==> config.mk <==
export PLATFORM = sky130hd
export DESIGN_NAME = mse_flags
export DESIGN_NICKNAME = d
export VERILOG_FILES = /design/src/core/mse_pkg.sv /design/src/core/mse_w1c_reg.sv /design/src/core/mse_flags.sv
export SDC_FILE = /design/constraint.sdc
export NUM_CORES = 1
export LEC_CHECK = 0
export BUFFER_PORTS_ARGS = -buffer_cell sky130_fd_sc_hd__buf_4
export CORE_ASPECT_RATIO = 1.75
export CORE_MARGIN = 10
export CORE_UTILIZATION = 48
export DETAILED_ROUTE_END_ITERATION = 12
export PLACE_DENSITY = 0.84
export SYNTH_ARGS = -nofsm -noshare
export SYNTH_HDL_FRONTEND = slang
export SYNTH_SLANG_ARGS = --single-unit
==> constraint.sdc <==
create_clock -name clk -period 5.1 [get_ports clk]
set_input_delay 1.02 -clock clk [delete_from_list [all_inputs] [get_ports clk]]
set_output_delay 1.02 -clock clk [all_outputs]
set_load 0.02 [all_outputs]
==> src/core/mse_pkg.sv <==
// shared constants for the moderate and severe fault flag block
package mse_pkg;

  localparam int unsigned DATA_W = 8;

  // register indices; byte address is four times the index
  localparam logic [7:0] IDX_MODERATE  = 8'h67;
  localparam logic [7:0] IDX_SEVERE    = 8'h68;
  localparam logic [7:0] IDX_MOD_MASK  = 8'h80;
  localparam logic [7:0] IDX_SEV_MASK  = 8'h81;
  localparam logic [7:0] IDX_LIVE      = 8'h82;

  localparam logic [7:0] MODERATE_RST  = 8'h00;
  localparam logic [7:0] SEVERE_RST    = 8'h00;
  localparam logic [7:0] MASK_RST      = 8'h00;

  // moderate fault flag bit positions
  localparam int unsigned MOD_RST_PIN  = 7;
  localparam int unsigned MOD_IRQ_PIN  = 6;
  localparam int unsigned MOD_RSVD     = 5;
  localparam int unsigned MOD_LINK     = 4;
  localparam int unsigned MOD_RECOV    = 3;
  localparam int unsigned MOD_CRC      = 2;
  localparam int unsigned MOD_BIST     = 1;
  localparam int unsigned MOD_TSD_SEQ  = 0;

  // severe fault flag bit positions
  localparam int unsigned SEV_SEQR     = 2;
  localparam int unsigned SEV_OVP      = 1;
  localparam int unsigned SEV_TSD_IMM  = 0;

  // plain read/write reserved bits
  localparam logic [7:0] MOD_RW_MASK   = 8'h20;
  localparam logic [7:0] SEV_RW_MASK   = 8'hF8;

  // live status bit positions
  localparam int unsigned LIVE_TSD_SEQ = 0;
  localparam int unsigned LIVE_TSD_IMM = 1;

  localparam logic [1:0] HTRANS_NONSEQ = 2'h2;
  localparam logic       HRESP_OKAY    = 1'h0;

endpackage

==> src/core/mse_w1c_reg.sv <==
// one flag register: write-one-to-clear bits plus plain read/write bits
`timescale 1ns/1ps
`default_nettype none
module mse_w1c_reg #(
  parameter int unsigned     W       = 8,
  parameter logic [W-1:0]    RW_MASK = '0,
  parameter logic [W-1:0]    RST_VAL = '0
) (
  input  wire logic         clk,
  input  wire logic         rst_n,
  input  wire logic [W-1:0] set,
  input  wire logic         wr_en,
  input  wire logic [W-1:0] wr_data,
  output logic      [W-1:0] q
);

  if (W < 1) begin : g_bad_w
    $error("W must be at least 1");
  end

  logic [W-1:0] flag_q;
  logic [W-1:0] flag_d;
  logic [W-1:0] clr;
  logic [W-1:0] rw_val;

  assign clr    = wr_en ? wr_data : '0;
  assign rw_val = wr_en ? wr_data : flag_q;
  // set is or-ed in after the clear so a coincident event survives
  assign flag_d = (((flag_q & ~clr) | set) & ~RW_MASK) | (rw_val & RW_MASK);
  assign q      = flag_q;

  always_ff @(posedge clk or negedge rst_n) begin
    if (!rst_n) begin
      flag_q <= RST_VAL;
    end else begin
      flag_q <= flag_d;
    end
  end

endmodule
`default_nettype wire

==> src/core/mse_flags.sv <==
// moderate and severe fault flags with ahb-lite slave and interrupt
//
// How it works
// - reset output pin read-back mismatch sets moderate bit 7, held
// - interrupt output pin read-back mismatch sets moderate bit 6
// - pmic link error sets moderate bit 4
// - recovery counter equal to threshold sets moderate bit 3
// - register crc mismatch sets moderate bit 2
// - logic or analog self-test failure sets moderate bit 1
// - sequenced thermal level sets moderate bit 0, orders sequenced off
// - no regulator enable while either thermal flag is set
// - live thermal conditions readable in a separate unlatched register
// - power sequencer error sets severe bit 2
// - supply over-voltage sets severe bit 1 and disables regulators
// - immediate thermal level sets severe bit 0, disables regulators
// - writing one clears that flag bit; zeros leave flag bits alone
// - severe register at index 0x68, reset zero, bits 7:3 plain r/w
// - moderate register at index 0x67, reset zero
`timescale 1ns/1ps
`default_nettype none
module mse_flags #(
  parameter int unsigned CNT_W = 8
) (
  input  wire logic             clk,
  input  wire logic             rst_n,
  // ahb-lite slave
  input  wire logic             hsel,
  input  wire logic [31:0]      haddr,
  input  wire logic [1:0]       htrans,
  input  wire logic             hwrite,
  input  wire logic [2:0]       hsize,
  input  wire logic             hready,
  input  wire logic [31:0]      hwdata,
  output logic      [31:0]      hrdata,
  output logic                  hreadyout,
  output logic                  hresp,
  // fault detector inputs, active high levels
  input  wire logic             reset_pin_readback_err,
  input  wire logic             irq_pin_readback_err,
  input  wire logic             pmic_link_err,
  input  wire logic [CNT_W-1:0] recovery_counter,
  input  wire logic [CNT_W-1:0] recovery_threshold,
  input  wire logic             reg_crc_err,
  input  wire logic             logic_self_test_fail,
  input  wire logic             analog_self_test_fail,
  input  wire logic             thermal_sequenced_live,
  input  wire logic             sequencer_err,
  input  wire logic             supply_overvoltage,
  input  wire logic             thermal_immediate_live,
  // regulator control
  input  wire logic             regulator_enable_req,
  output logic                  regulator_enable,
  output logic                  sequenced_shutdown,
  output logic                  immediate_shutdown,
  output logic                  irq
);

  if (CNT_W < 1 || CNT_W > 16) begin : g_bad_cnt_w
    $error("CNT_W must be 1 to 16");
  end

  localparam int unsigned W = mse_pkg::DATA_W;

  // ---------------- bus slave ----------------
  logic       dp_wr_q;
  logic       dp_rd_q;
  logic [7:0] dp_idx_q;
  logic       dp_mapped_q;
  wire logic  addr_take;
  wire logic  idx_hi_zero;
  wire logic [7:0] ap_idx;

  assign addr_take   = hsel & hready & htrans[1];
  assign ap_idx      = haddr[9:2];
  assign idx_hi_zero = (haddr[31:10] == 22'h0);

  always_ff @(posedge clk or negedge rst_n) begin
    if (!rst_n) begin
      dp_wr_q     <= 1'b0;
      dp_rd_q     <= 1'b0;
      dp_idx_q    <= 8'h00;
      dp_mapped_q <= 1'b0;
    end else begin
      dp_wr_q     <= addr_take & hwrite;
      dp_rd_q     <= addr_take & ~hwrite;
      dp_idx_q    <= addr_take ? ap_idx : dp_idx_q;
      dp_mapped_q <= addr_take & idx_hi_zero;
    end
  end

  // zero wait states: every data phase completes in one cycle
  assign hreadyout = 1'b1;
  assign hresp     = mse_pkg::HRESP_OKAY;

  wire logic wr_mod;
  wire logic wr_sev;
  wire logic wr_mod_mask;
  wire logic wr_sev_mask;
  wire logic [W-1:0] wdat;

  assign wdat        = hwdata[W-1:0];
  assign wr_mod      = dp_wr_q & dp_mapped_q &
                       (dp_idx_q == mse_pkg::IDX_MODERATE);
  assign wr_sev      = dp_wr_q & dp_mapped_q &
                       (dp_idx_q == mse_pkg::IDX_SEVERE);
  assign wr_mod_mask = dp_wr_q & dp_mapped_q &
                       (dp_idx_q == mse_pkg::IDX_MOD_MASK);
  assign wr_sev_mask = dp_wr_q & dp_mapped_q &
                       (dp_idx_q == mse_pkg::IDX_SEV_MASK);

  // ---------------- event sources ----------------
  logic [W-1:0] mod_set;
  logic [W-1:0] sev_set;
  wire logic    recov_hit;

  assign recov_hit = (recovery_counter == recovery_threshold);

  always_comb begin
    mod_set = '0;
    mod_set[mse_pkg::MOD_RST_PIN] = reset_pin_readback_err;
    mod_set[mse_pkg::MOD_IRQ_PIN] = irq_pin_readback_err;
    mod_set[mse_pkg::MOD_LINK]    = pmic_link_err;
    mod_set[mse_pkg::MOD_RECOV]   = recov_hit;
    mod_set[mse_pkg::MOD_CRC]     = reg_crc_err;
    mod_set[mse_pkg::MOD_BIST]    = logic_self_test_fail |
                                    analog_self_test_fail;
    mod_set[mse_pkg::MOD_TSD_SEQ] = thermal_sequenced_live;
  end

  always_comb begin
    sev_set = '0;
    sev_set[mse_pkg::SEV_SEQR]    = sequencer_err;
    sev_set[mse_pkg::SEV_OVP]     = supply_overvoltage;
    sev_set[mse_pkg::SEV_TSD_IMM] = thermal_immediate_live;
  end

  // ---------------- flag registers ----------------
  logic [W-1:0] mod_q;
  logic [W-1:0] sev_q;

  // w1c with set priority, reserved bit 5 plain r/w
  mse_w1c_reg #(
    .W       (W),
    .RW_MASK (mse_pkg::MOD_RW_MASK),
    .RST_VAL (mse_pkg::MODERATE_RST)
  ) u_moderate (
    .clk     (clk),
    .rst_n   (rst_n),
    .set     (mod_set),
    .wr_en   (wr_mod),
    .wr_data (wdat),
    .q       (mod_q)
  );

  mse_w1c_reg #(
    .W       (W),
    .RW_MASK (mse_pkg::SEV_RW_MASK),
    .RST_VAL (mse_pkg::SEVERE_RST)
  ) u_severe (
    .clk     (clk),
    .rst_n   (rst_n),
    .set     (sev_set),
    .wr_en   (wr_sev),
    .wr_data (wdat),
    .q       (sev_q)
  );

  // ---------------- masks, live status, interrupt ----------------
  logic [W-1:0] mod_mask_q;
  logic [W-1:0] sev_mask_q;
  logic [1:0]   live_q;
  logic         irq_q;
  wire logic    irq_d;

  // reserved bits never raise the interrupt
  assign irq_d = |(mod_q & ~mod_mask_q & ~mse_pkg::MOD_RW_MASK) |
                 |(sev_q & ~sev_mask_q & ~mse_pkg::SEV_RW_MASK);

  always_ff @(posedge clk or negedge rst_n) begin
    if (!rst_n) begin
      mod_mask_q <= mse_pkg::MASK_RST;
      sev_mask_q <= mse_pkg::MASK_RST;
      live_q     <= 2'h0;
      irq_q      <= 1'b0;
    end else begin
      mod_mask_q <= wr_mod_mask ? wdat : mod_mask_q;
      sev_mask_q <= wr_sev_mask ? wdat : sev_mask_q;
      live_q[mse_pkg::LIVE_TSD_SEQ] <= thermal_sequenced_live;
      live_q[mse_pkg::LIVE_TSD_IMM] <= thermal_immediate_live;
      irq_q      <= irq_d;
    end
  end

  assign irq = irq_q;

  // ---------------- regulator control ----------------
  logic      reg_en_q;
  logic      seq_off_q;
  logic      imm_off_q;
  wire logic tsd_block;
  wire logic imm_now;

  // looking at the set terms too closes the one-cycle gap before the flag
  assign tsd_block = mod_q[mse_pkg::MOD_TSD_SEQ] |
                     sev_q[mse_pkg::SEV_TSD_IMM] |
                     thermal_sequenced_live | thermal_immediate_live;
  assign imm_now   = supply_overvoltage | thermal_immediate_live;

  always_ff @(posedge clk or negedge rst_n) begin
    if (!rst_n) begin
      reg_en_q  <= 1'b0;
      seq_off_q <= 1'b0;
      imm_off_q <= 1'b0;
    end else begin
      reg_en_q  <= regulator_enable_req & ~tsd_block & ~imm_now;
      seq_off_q <= thermal_sequenced_live;
      imm_off_q <= imm_now;
    end
  end

  assign regulator_enable   = reg_en_q;
  assign sequenced_shutdown = seq_off_q;
  assign immediate_shutdown = imm_off_q;

  // ---------------- read mux ----------------
  // combinational from flops so a read right after a write sees new data
  logic [W-1:0] rd_byte;

  always_comb begin
    rd_byte = '0;
    if (dp_rd_q && dp_mapped_q) begin
      case (dp_idx_q)
        mse_pkg::IDX_MODERATE: rd_byte = mod_q;
        mse_pkg::IDX_SEVERE:   rd_byte = sev_q;
        mse_pkg::IDX_MOD_MASK: rd_byte = mod_mask_q;
        mse_pkg::IDX_SEV_MASK: rd_byte = sev_mask_q;
        mse_pkg::IDX_LIVE:     rd_byte = {6'h00, live_q};
        default:               rd_byte = '0;
      endcase
    end
  end

  assign hrdata = {24'h000000, rd_byte};

  // ---------------- assertions ----------------
  a_rst_pin_set:
    assert property (@(posedge clk) disable iff (!rst_n)
      reset_pin_readback_err |=> mod_q[7])
    else $error("reset pin read-back did not set moderate bit 7");

  a_irq_pin_set:
    assert property (@(posedge clk) disable iff (!rst_n)
      irq_pin_readback_err |=> mod_q[6])
    else $error("irq pin read-back did not set moderate bit 6");

  a_link_set:
    assert property (@(posedge clk) disable iff (!rst_n)
      pmic_link_err |=> mod_q[4])
    else $error("link error did not set moderate bit 4");

  a_recov_set:
    assert property (@(posedge clk) disable iff (!rst_n)
      (recovery_counter == recovery_threshold) |=> mod_q[3])
    else $error("recovery limit did not set moderate bit 3");

  a_crc_bist_set:
    assert property (@(posedge clk) disable iff (!rst_n)
      (reg_crc_err || logic_self_test_fail || analog_self_test_fail)
      |=> (mod_q[2] || mod_q[1]))
    else $error("crc or self-test failure not latched");

  a_crc_set:
    assert property (@(posedge clk) disable iff (!rst_n)
      reg_crc_err |=> mod_q[2])
    else $error("register crc error did not set moderate bit 2");

  a_bist_set:
    assert property (@(posedge clk) disable iff (!rst_n)
      (logic_self_test_fail || analog_self_test_fail) |=> mod_q[1])
    else $error("self-test failure did not set moderate bit 1");

  a_tsd_seq_off:
    assert property (@(posedge clk) disable iff (!rst_n)
      $rose(thermal_sequenced_live) |=> mod_q[0] && sequenced_shutdown)
    else $error("sequenced thermal event not flagged or not acted on");

  a_tsd_block_en:
    assert property (@(posedge clk) disable iff (!rst_n)
      (mod_q[0] || sev_q[0]) |-> !regulator_enable)
    else $error("regulator enabled while a thermal flag is set");

  // gated on rst_n so the edge that releases reset is not judged
  a_live_follow:
    assert property (@(posedge clk) disable iff (!rst_n)
      rst_n |=> live_q == {$past(thermal_immediate_live),
                           $past(thermal_sequenced_live)})
    else $error("live thermal status does not track the inputs");

  a_severe_set:
    assert property (@(posedge clk) disable iff (!rst_n)
      sequencer_err || thermal_immediate_live |=> sev_q[2] || sev_q[0])
    else $error("sequencer or immediate thermal event not latched");

  a_seqr_set:
    assert property (@(posedge clk) disable iff (!rst_n)
      sequencer_err |=> sev_q[2])
    else $error("sequencer error did not set severe bit 2");

  a_tsd_imm_off:
    assert property (@(posedge clk) disable iff (!rst_n)
      thermal_immediate_live |=> sev_q[0] && immediate_shutdown &&
                                 !regulator_enable)
    else $error("immediate thermal did not latch and disable regulators");

  a_ovp_off:
    assert property (@(posedge clk) disable iff (!rst_n)
      supply_overvoltage |=> sev_q[1] && immediate_shutdown &&
                             !regulator_enable)
    else $error("over-voltage did not latch and disable regulators");

  a_w1c_clear:
    assert property (@(posedge clk) disable iff (!rst_n)
      wr_mod && wdat[2] && !mod_set[2] && mod_q[7] && !wdat[7]
      |=> !mod_q[2] && mod_q[7])
    else $error("write one did not clear only the written bit");

  a_sev_rsvd_rw:
    assert property (@(posedge clk) disable iff (!rst_n)
      wr_sev |=> sev_q[7:3] == $past(wdat[7:3]))
    else $error("severe reserved bits did not store written value");

  a_set_wins:
    assert property (@(posedge clk) disable iff (!rst_n)
      wr_mod && wdat[4] && pmic_link_err |=> mod_q[4])
    else $error("coincident clear lost a link error event");

  a_flag_holds:
    assert property (@(posedge clk) disable iff (!rst_n)
      sev_q[2] && !wr_sev |=> sev_q[2])
    else $error("severe flag dropped without a clearing write");

  a_mod_rsvd_rw:
    assert property (@(posedge clk) disable iff (!rst_n)
      wr_mod |=> mod_q[5] == $past(wdat[5]))
    else $error("moderate reserved bit did not store written value");

  a_mod_read:
    assert property (@(posedge clk) disable iff (!rst_n)
      dp_rd_q && dp_mapped_q && dp_idx_q == mse_pkg::IDX_MODERATE
      |-> hrdata == {24'h000000, mod_q})
    else $error("moderate register read returned wrong data");

  // expected level built from the flag layout, not from irq_d
  a_irq_level:
    assert property (@(posedge clk) disable iff (!rst_n)
      rst_n |=> irq == $past(|(mod_q & ~mod_mask_q & 8'hDF) ||
                             |(sev_q & ~sev_mask_q & 8'h07)))
    else $error("interrupt output does not follow unmasked flags");

endmodule
`default_nettype wire

==> reports/qor.txt, run 1 <==
Fill count = 465
Total power = 0.780 mW
Rel. slew slack = 30.2%
H-tree levels = 2
Die H = 118 um
Critical path depth = 5
Kind of critical path = reg2out
Die area = 9010 sq um
Top-area cell type share of the netlist area = 45.3%
R2R Setup Slk = 2.96 ns
VDD IR max = 190 uV
DRC = 0
Outcome = complete, no violations
Storage element area = 1200 sq um
Routed Antenna Nets = 0
Slew Limit Fails = 0
Pre-Repair DR Iteration Count = 4
CTS Buffer Depth = 2
TritonCTS Sinks = 48
Final Hold Vio Count = 0
Post-CTS Hold Buffers = 0
Ant diodes = 0
Global-route wire length before repair = 10900 um
Post-CTS Setup Bufs = 0
Synth top area cells = dfrtp_1 45%, mux2_2 9.3%, buf_4 7.4%
Tightest Hold Check Type = reg2reg
Crit-path cells = nor4b_1 -> a22oi_1 -> o22a_1 -> a21oi_1 -> buf_4
Synth cell types = 44
Chip width = 76.2 um
Synth async-reset ratio = 100%
Cells on Worst Hold Path = 1
CP max-delay cell = nor4b_1
Post-Route WL = 6730 um
Clock Latency Late Sink = 0.30 ns
Fmax = 273 MHz
Routed len/inst = 17.2 um
Synth Area in Compound Gates = 11.3%
Cells after synthesis = 240
Final WS setup = 1.43 ns
CTS tree = built
GRT overflow = 0
Worst hold slack = 0.508 ns
Cell taking the most area after synthesis = dfrtp_1
RePlAce Congestion = 0.892
Synth Area in Adders = 0%
Nets = 419
Dpl ws = 1.77 ns
Number of global-route vias before repair = 2237
EDFF count, synth = 0
Core box area = 5300 sq um
Placed insts = 385
RSZ-0062 raised after global routing = false
IO Pins = 139
Post-synthesis cell area = 2650 sq um
Initial antenna violation count = 0
Mux cell area share after synthesis = 15.8%
P&R area growth vs syn = 24.2%
Period utilization = 72.0%
Synthesis Warnings = 0
Crit Path Max Fanout = 17
Slowest cell delay on critical path = 0.89 ns
Leakage = 1.59 nW
Clock slew at reported path FFs = 0.09 ns
Most frequent cells after synthesis = 48 x dfrtp_1, 26 x buf_4, 22 x mux2_2, 12 x inv_1, 12 x nand2_1
Share of cells above drive strength 1 = 39.0%
Yosys reg bits = 48
Detailed Place HPWL = 5380 um
Non-Filler Instances = 392
Post-Synth XOR/XNOR Area = 2.64%
CP required = 4.08 ns
Via-to-Cell Ratio = 5.15
Row cnt = 35
Dominant synthesized flop cell = dfrtp_1
Max Cap Viol = 0
Critical path buffers and inverters = 1
Cts bufs inserted = 5
Final min period = 3.67 ns
Initial Util = 50.0%
PD cells = 237 nW/um^2
Setup tns final = 0 ns
Footprint of the multi-input gates = 1250 sq um
Gr usage total = 14.5%
Seq/Total Area, Yosys = 45.3%
Worst Path Arrival = 2.65 ns
Most frequent cell after synthesis = dfrtp_1
Post-cts resize count = 0
Routed via count = 2020
Clk_skew = 0.00988 ns
CTS root buf = clkbuf_8
Largest net degree at the start of global routing = 49
Worst-margin pin slew = 1.03 ns
Fraction of the mapped netlist area in simple logic gates = 13.7%
Worst Reg-to-Reg Cells = 3
CP Capture Type = output port
Syn Area/Cell = 11.0 sq um
Startpoint Class = flop
Port bufs = 82
Largest family of logic cells by synthesized area = multiplexers
Finish-stage setup viols = 0
Crit-path leading delay family = simple AND/OR/NAND/NOR gates
Initial DRC count = 108
[logic make-up after synthesis]
kind of cell	count (synthesis)
and+or+nand+nor	57
DFF	48
buffers and inverters	48
AOI/OAI and AO/OA	42
muxes	35
xor gates and xnor gates	8
other	2
[layer usage]
metal,global-route usage (%),wire length (um)
met5,0,0
met4,4.91,69
met3,3.57,410
met2,27.7,3800
met1,14.8,2450
[final cells by class]
| type | instances | area share [%] |
|---|---|---|
| Sequential cell | 48 | 36.5 |
| Tap cell | 74 | 2.81 |
| Clock inverter | 2 | 0.380 |
| Inverter | 12 | 1.37 |
| Clock buffer | 5 | 2.09 |
| Multi-Input combinational cell | 168 | 37.9 |
| Timing Repair Buffer | 83 | 18.9 |
[worst paths after layout]
kind / startpoint / end
min in group asynchronous: rst_n / dp_idx_q[3]
hold reg to reg: u_severe.q[1] / u_severe.q[1]
hold / removal: u_severe.q[1] / u_severe.q[1]
max in group asynchronous: rst_n / async pin
setup / recovery: dp_idx_q[3] / hrdata[3]
setup reg to reg: dp_idx_q[0] / flop
[metrics by stage]
stage | util [%] | area, sq um
2_1_floorplan | - | 2740
5_1_grt | 62.1 | 3290
3_3_place_gp | 60.6 | 3210
4_1_cts | 62.1 | 3290
3_5_place_dp | 60.6 | 3210
6_report | 62.1 | 3290
[cell usage in the layout, fill, tap and decap left out, types with 2 or more instances in the layout]
master and instances:
and3_1 6, dfrtp_1 48, nand2_1 12, and2_1 2, a22oi_1 10, buf_4 83
a22o_1 2, nor2_1 5, o21ai_0 4, o22a_1 4, nand3b_1 2, a221oi_1 2
a21o_1 8, nor4_1 10, o22ai_1 4, nor3_1 4, inv_1 12, clkbuf_8 5
a21oi_1 5, mux2_2 22, nor3b_1 3, mux2_4 8, xor2_1 8, mux2i_1 5
conb_1 26
[power breakdown]
part           internal [mW]  switching (mW)
sequential             0.399          0.0313
clock                 0.0929           0.119
combinational         0.0732          0.0641
total                  0.565           0.215
[worst reg2reg max path, stage by stage, from the launching register on]
cell and delay (ns):
dfrtp_1 0.68, and4b_1 0.46, and3_1 0.51, mux2_2 0.39
(Power assumes the default switching activity.)
==> run 2, diff against run 1 <==
Settings changed: CORE_UTILIZATION 48 to 45, PLACE_DENSITY 0.84 to 0.8.
Clock period 5.1 ns to 3.73 ns, I/O delays scaled along.
==> reports/qor.txt, run 2 (synthesized netlist as in run 1, its figures left out) <==
Outcome = complete, no violations
Largest net degree at the start of global routing = 49
Initial DRC count = 140
Pre-Repair DR Iteration Count = 4
Routed len/inst = 17.8 um
CTS Buffer Depth = 2
Gr usage total = 14.8%
IO Pins = 139
Crit Path Max Fanout = 9
Non-Filler Instances = 398
Clock Latency Late Sink = 0.30 ns
Worst Reg-to-Reg Cells = 4
DRC = 0
Post-Route WL = 7100 um
Storage element area = 1200 sq um
Clk_skew = 0.00942 ns
Tightest Hold Check Type = in2async
Core box area = 5630 sq um
Die H = 122 um
Clock slew at reported path FFs = 0.09 ns
Detailed Place HPWL = 5640 um
Fill count = 501
Period utilization = 85.8%
GRT overflow = 0
Fin util = 59.1%
Final min period = 3.20 ns
Initial antenna violation count = 0
Slew Limit Fails = 0
CTS tree = built
Post-CTS Hold Buffers = 0
RePlAce Congestion = 0.801
Post-CTS Setup Bufs = 0
Share of cells above drive strength 1 = 39.8%
Kind of critical path = reg2out
Chip width = 78.0 um
Number of global-route vias before repair = 2394
Row cnt = 36
Worst hold slack = 0.440 ns
Cts bufs inserted = 5
Nets = 422
CTS root buf = clkbuf_8
Routed Antenna Nets = 0
Startpoint Class = flop
Placed insts = 390
Fmax = 313 MHz
Worst Path Arrival = 2.45 ns
Routed via count = 2132
Global-route wire length before repair = 11200 um
PD cells = 332 nW/um^2
Initial Util = 47.1%
H-tree levels = 2
Ant diodes = 0
P&R area growth vs syn = 25.6%
VDD IR max = 289 uV
Rel. slew slack = 50.8%
Port bufs = 82
Post-cts resize count = 0
TritonCTS Sinks = 48
Via-to-Cell Ratio = 5.36
Worst-margin pin slew = 0.737 ns
Final Hold Vio Count = 0
Most frequent cells in the layout = 86 x buf_4, 48 x dfrtp_1, 26 x conb_1
CP required = 2.98 ns
Setup tns final = 0 ns
Footprint of the multi-input gates = 1250 sq um
Die area = 9480 sq um
Max Cap Viol = 0
RSZ-0062 raised after global routing = false
CP Capture Type = output port
Most common cell after layout, fill and taps aside = buf_4
Finish-stage setup viols = 0
Leakage = 1.62 nW
-- run 2: cell types whose count changed in the layout (fill, tap and decap cells not counted), sizes merged --
cell / delta
clkinvlp: -1
buf: +3
clkbuf: +1
clkinv: +1
-- run 2: area by class of cell --
| cell class | instances | area share, % |
|---|---|---|
| inverters | 12 | 1.35 |
| well taps | 76 | 2.86 |
| multi-input cells | 168 | 37.5 |
| clock buffers | 6 | 2.48 |
| clock inverters | 2 | 0.301 |
| flip-flops and latches | 48 | 36.1 |
| repair buffers | 86 | 19.4 |
-- run 2: critical path, stage by stage, from the launching register on --
cell       delay, ns
dfrtp_1         0.41
or4b_4          0.63
nor2_1          0.16
o2111ai_1       0.40
a22oi_1         0.36
buf_4           0.19
-- run 2: power by group --
group / internal (mW) / switching [mW]
registers: 0.546 / 0.0257
logic: 0.106 / 0.107
clock network: 0.148 / 0.173
total: 0.800 / 0.306
-- run 2: path summary, 6_finish.rpt --
check	from	end	slack [ns]
worst max-delay path	dp_idx_q[6]	hrdata[7]	0.53
worst min-delay path	rst_n	u_moderate.q[7]	0.44
worst max register to register	dp_idx_q[6]	mod_mask_q[5]	1.56
worst min register to register	flop	flop	0.51
max in group asynchronous	rst_n	dp_idx_q[0]	2.87
min in group clk	flop	flop	0.51
-- run 2: metrics by stage --
step / power [mW] / area (sq um) / setup slack [ns]
2_1_floorplan: 0.713 / 2740 / 0.947
3_3_place_gp: 0.786 / 3240 / 0.878
3_5_place_dp: 0.793 / 3240 / 0.893
4_1_cts: 1.12 / 3330 / 0.541
5_1_grt: 1.16 / 3330 / 0.415
6_report: 1.11 / 3330 / 0.530
-- run 2: metal layers --
metal / vias up / global-route usage [%] / wire, um
met4: 0 / 9.12 / 218
met3: 15 / 3.86 / 508
met1: 1049 / 14.7 / 2490
li1: 974 / - / -
met5: - / 0 / 0
met2: 94 / 26.6 / 3880
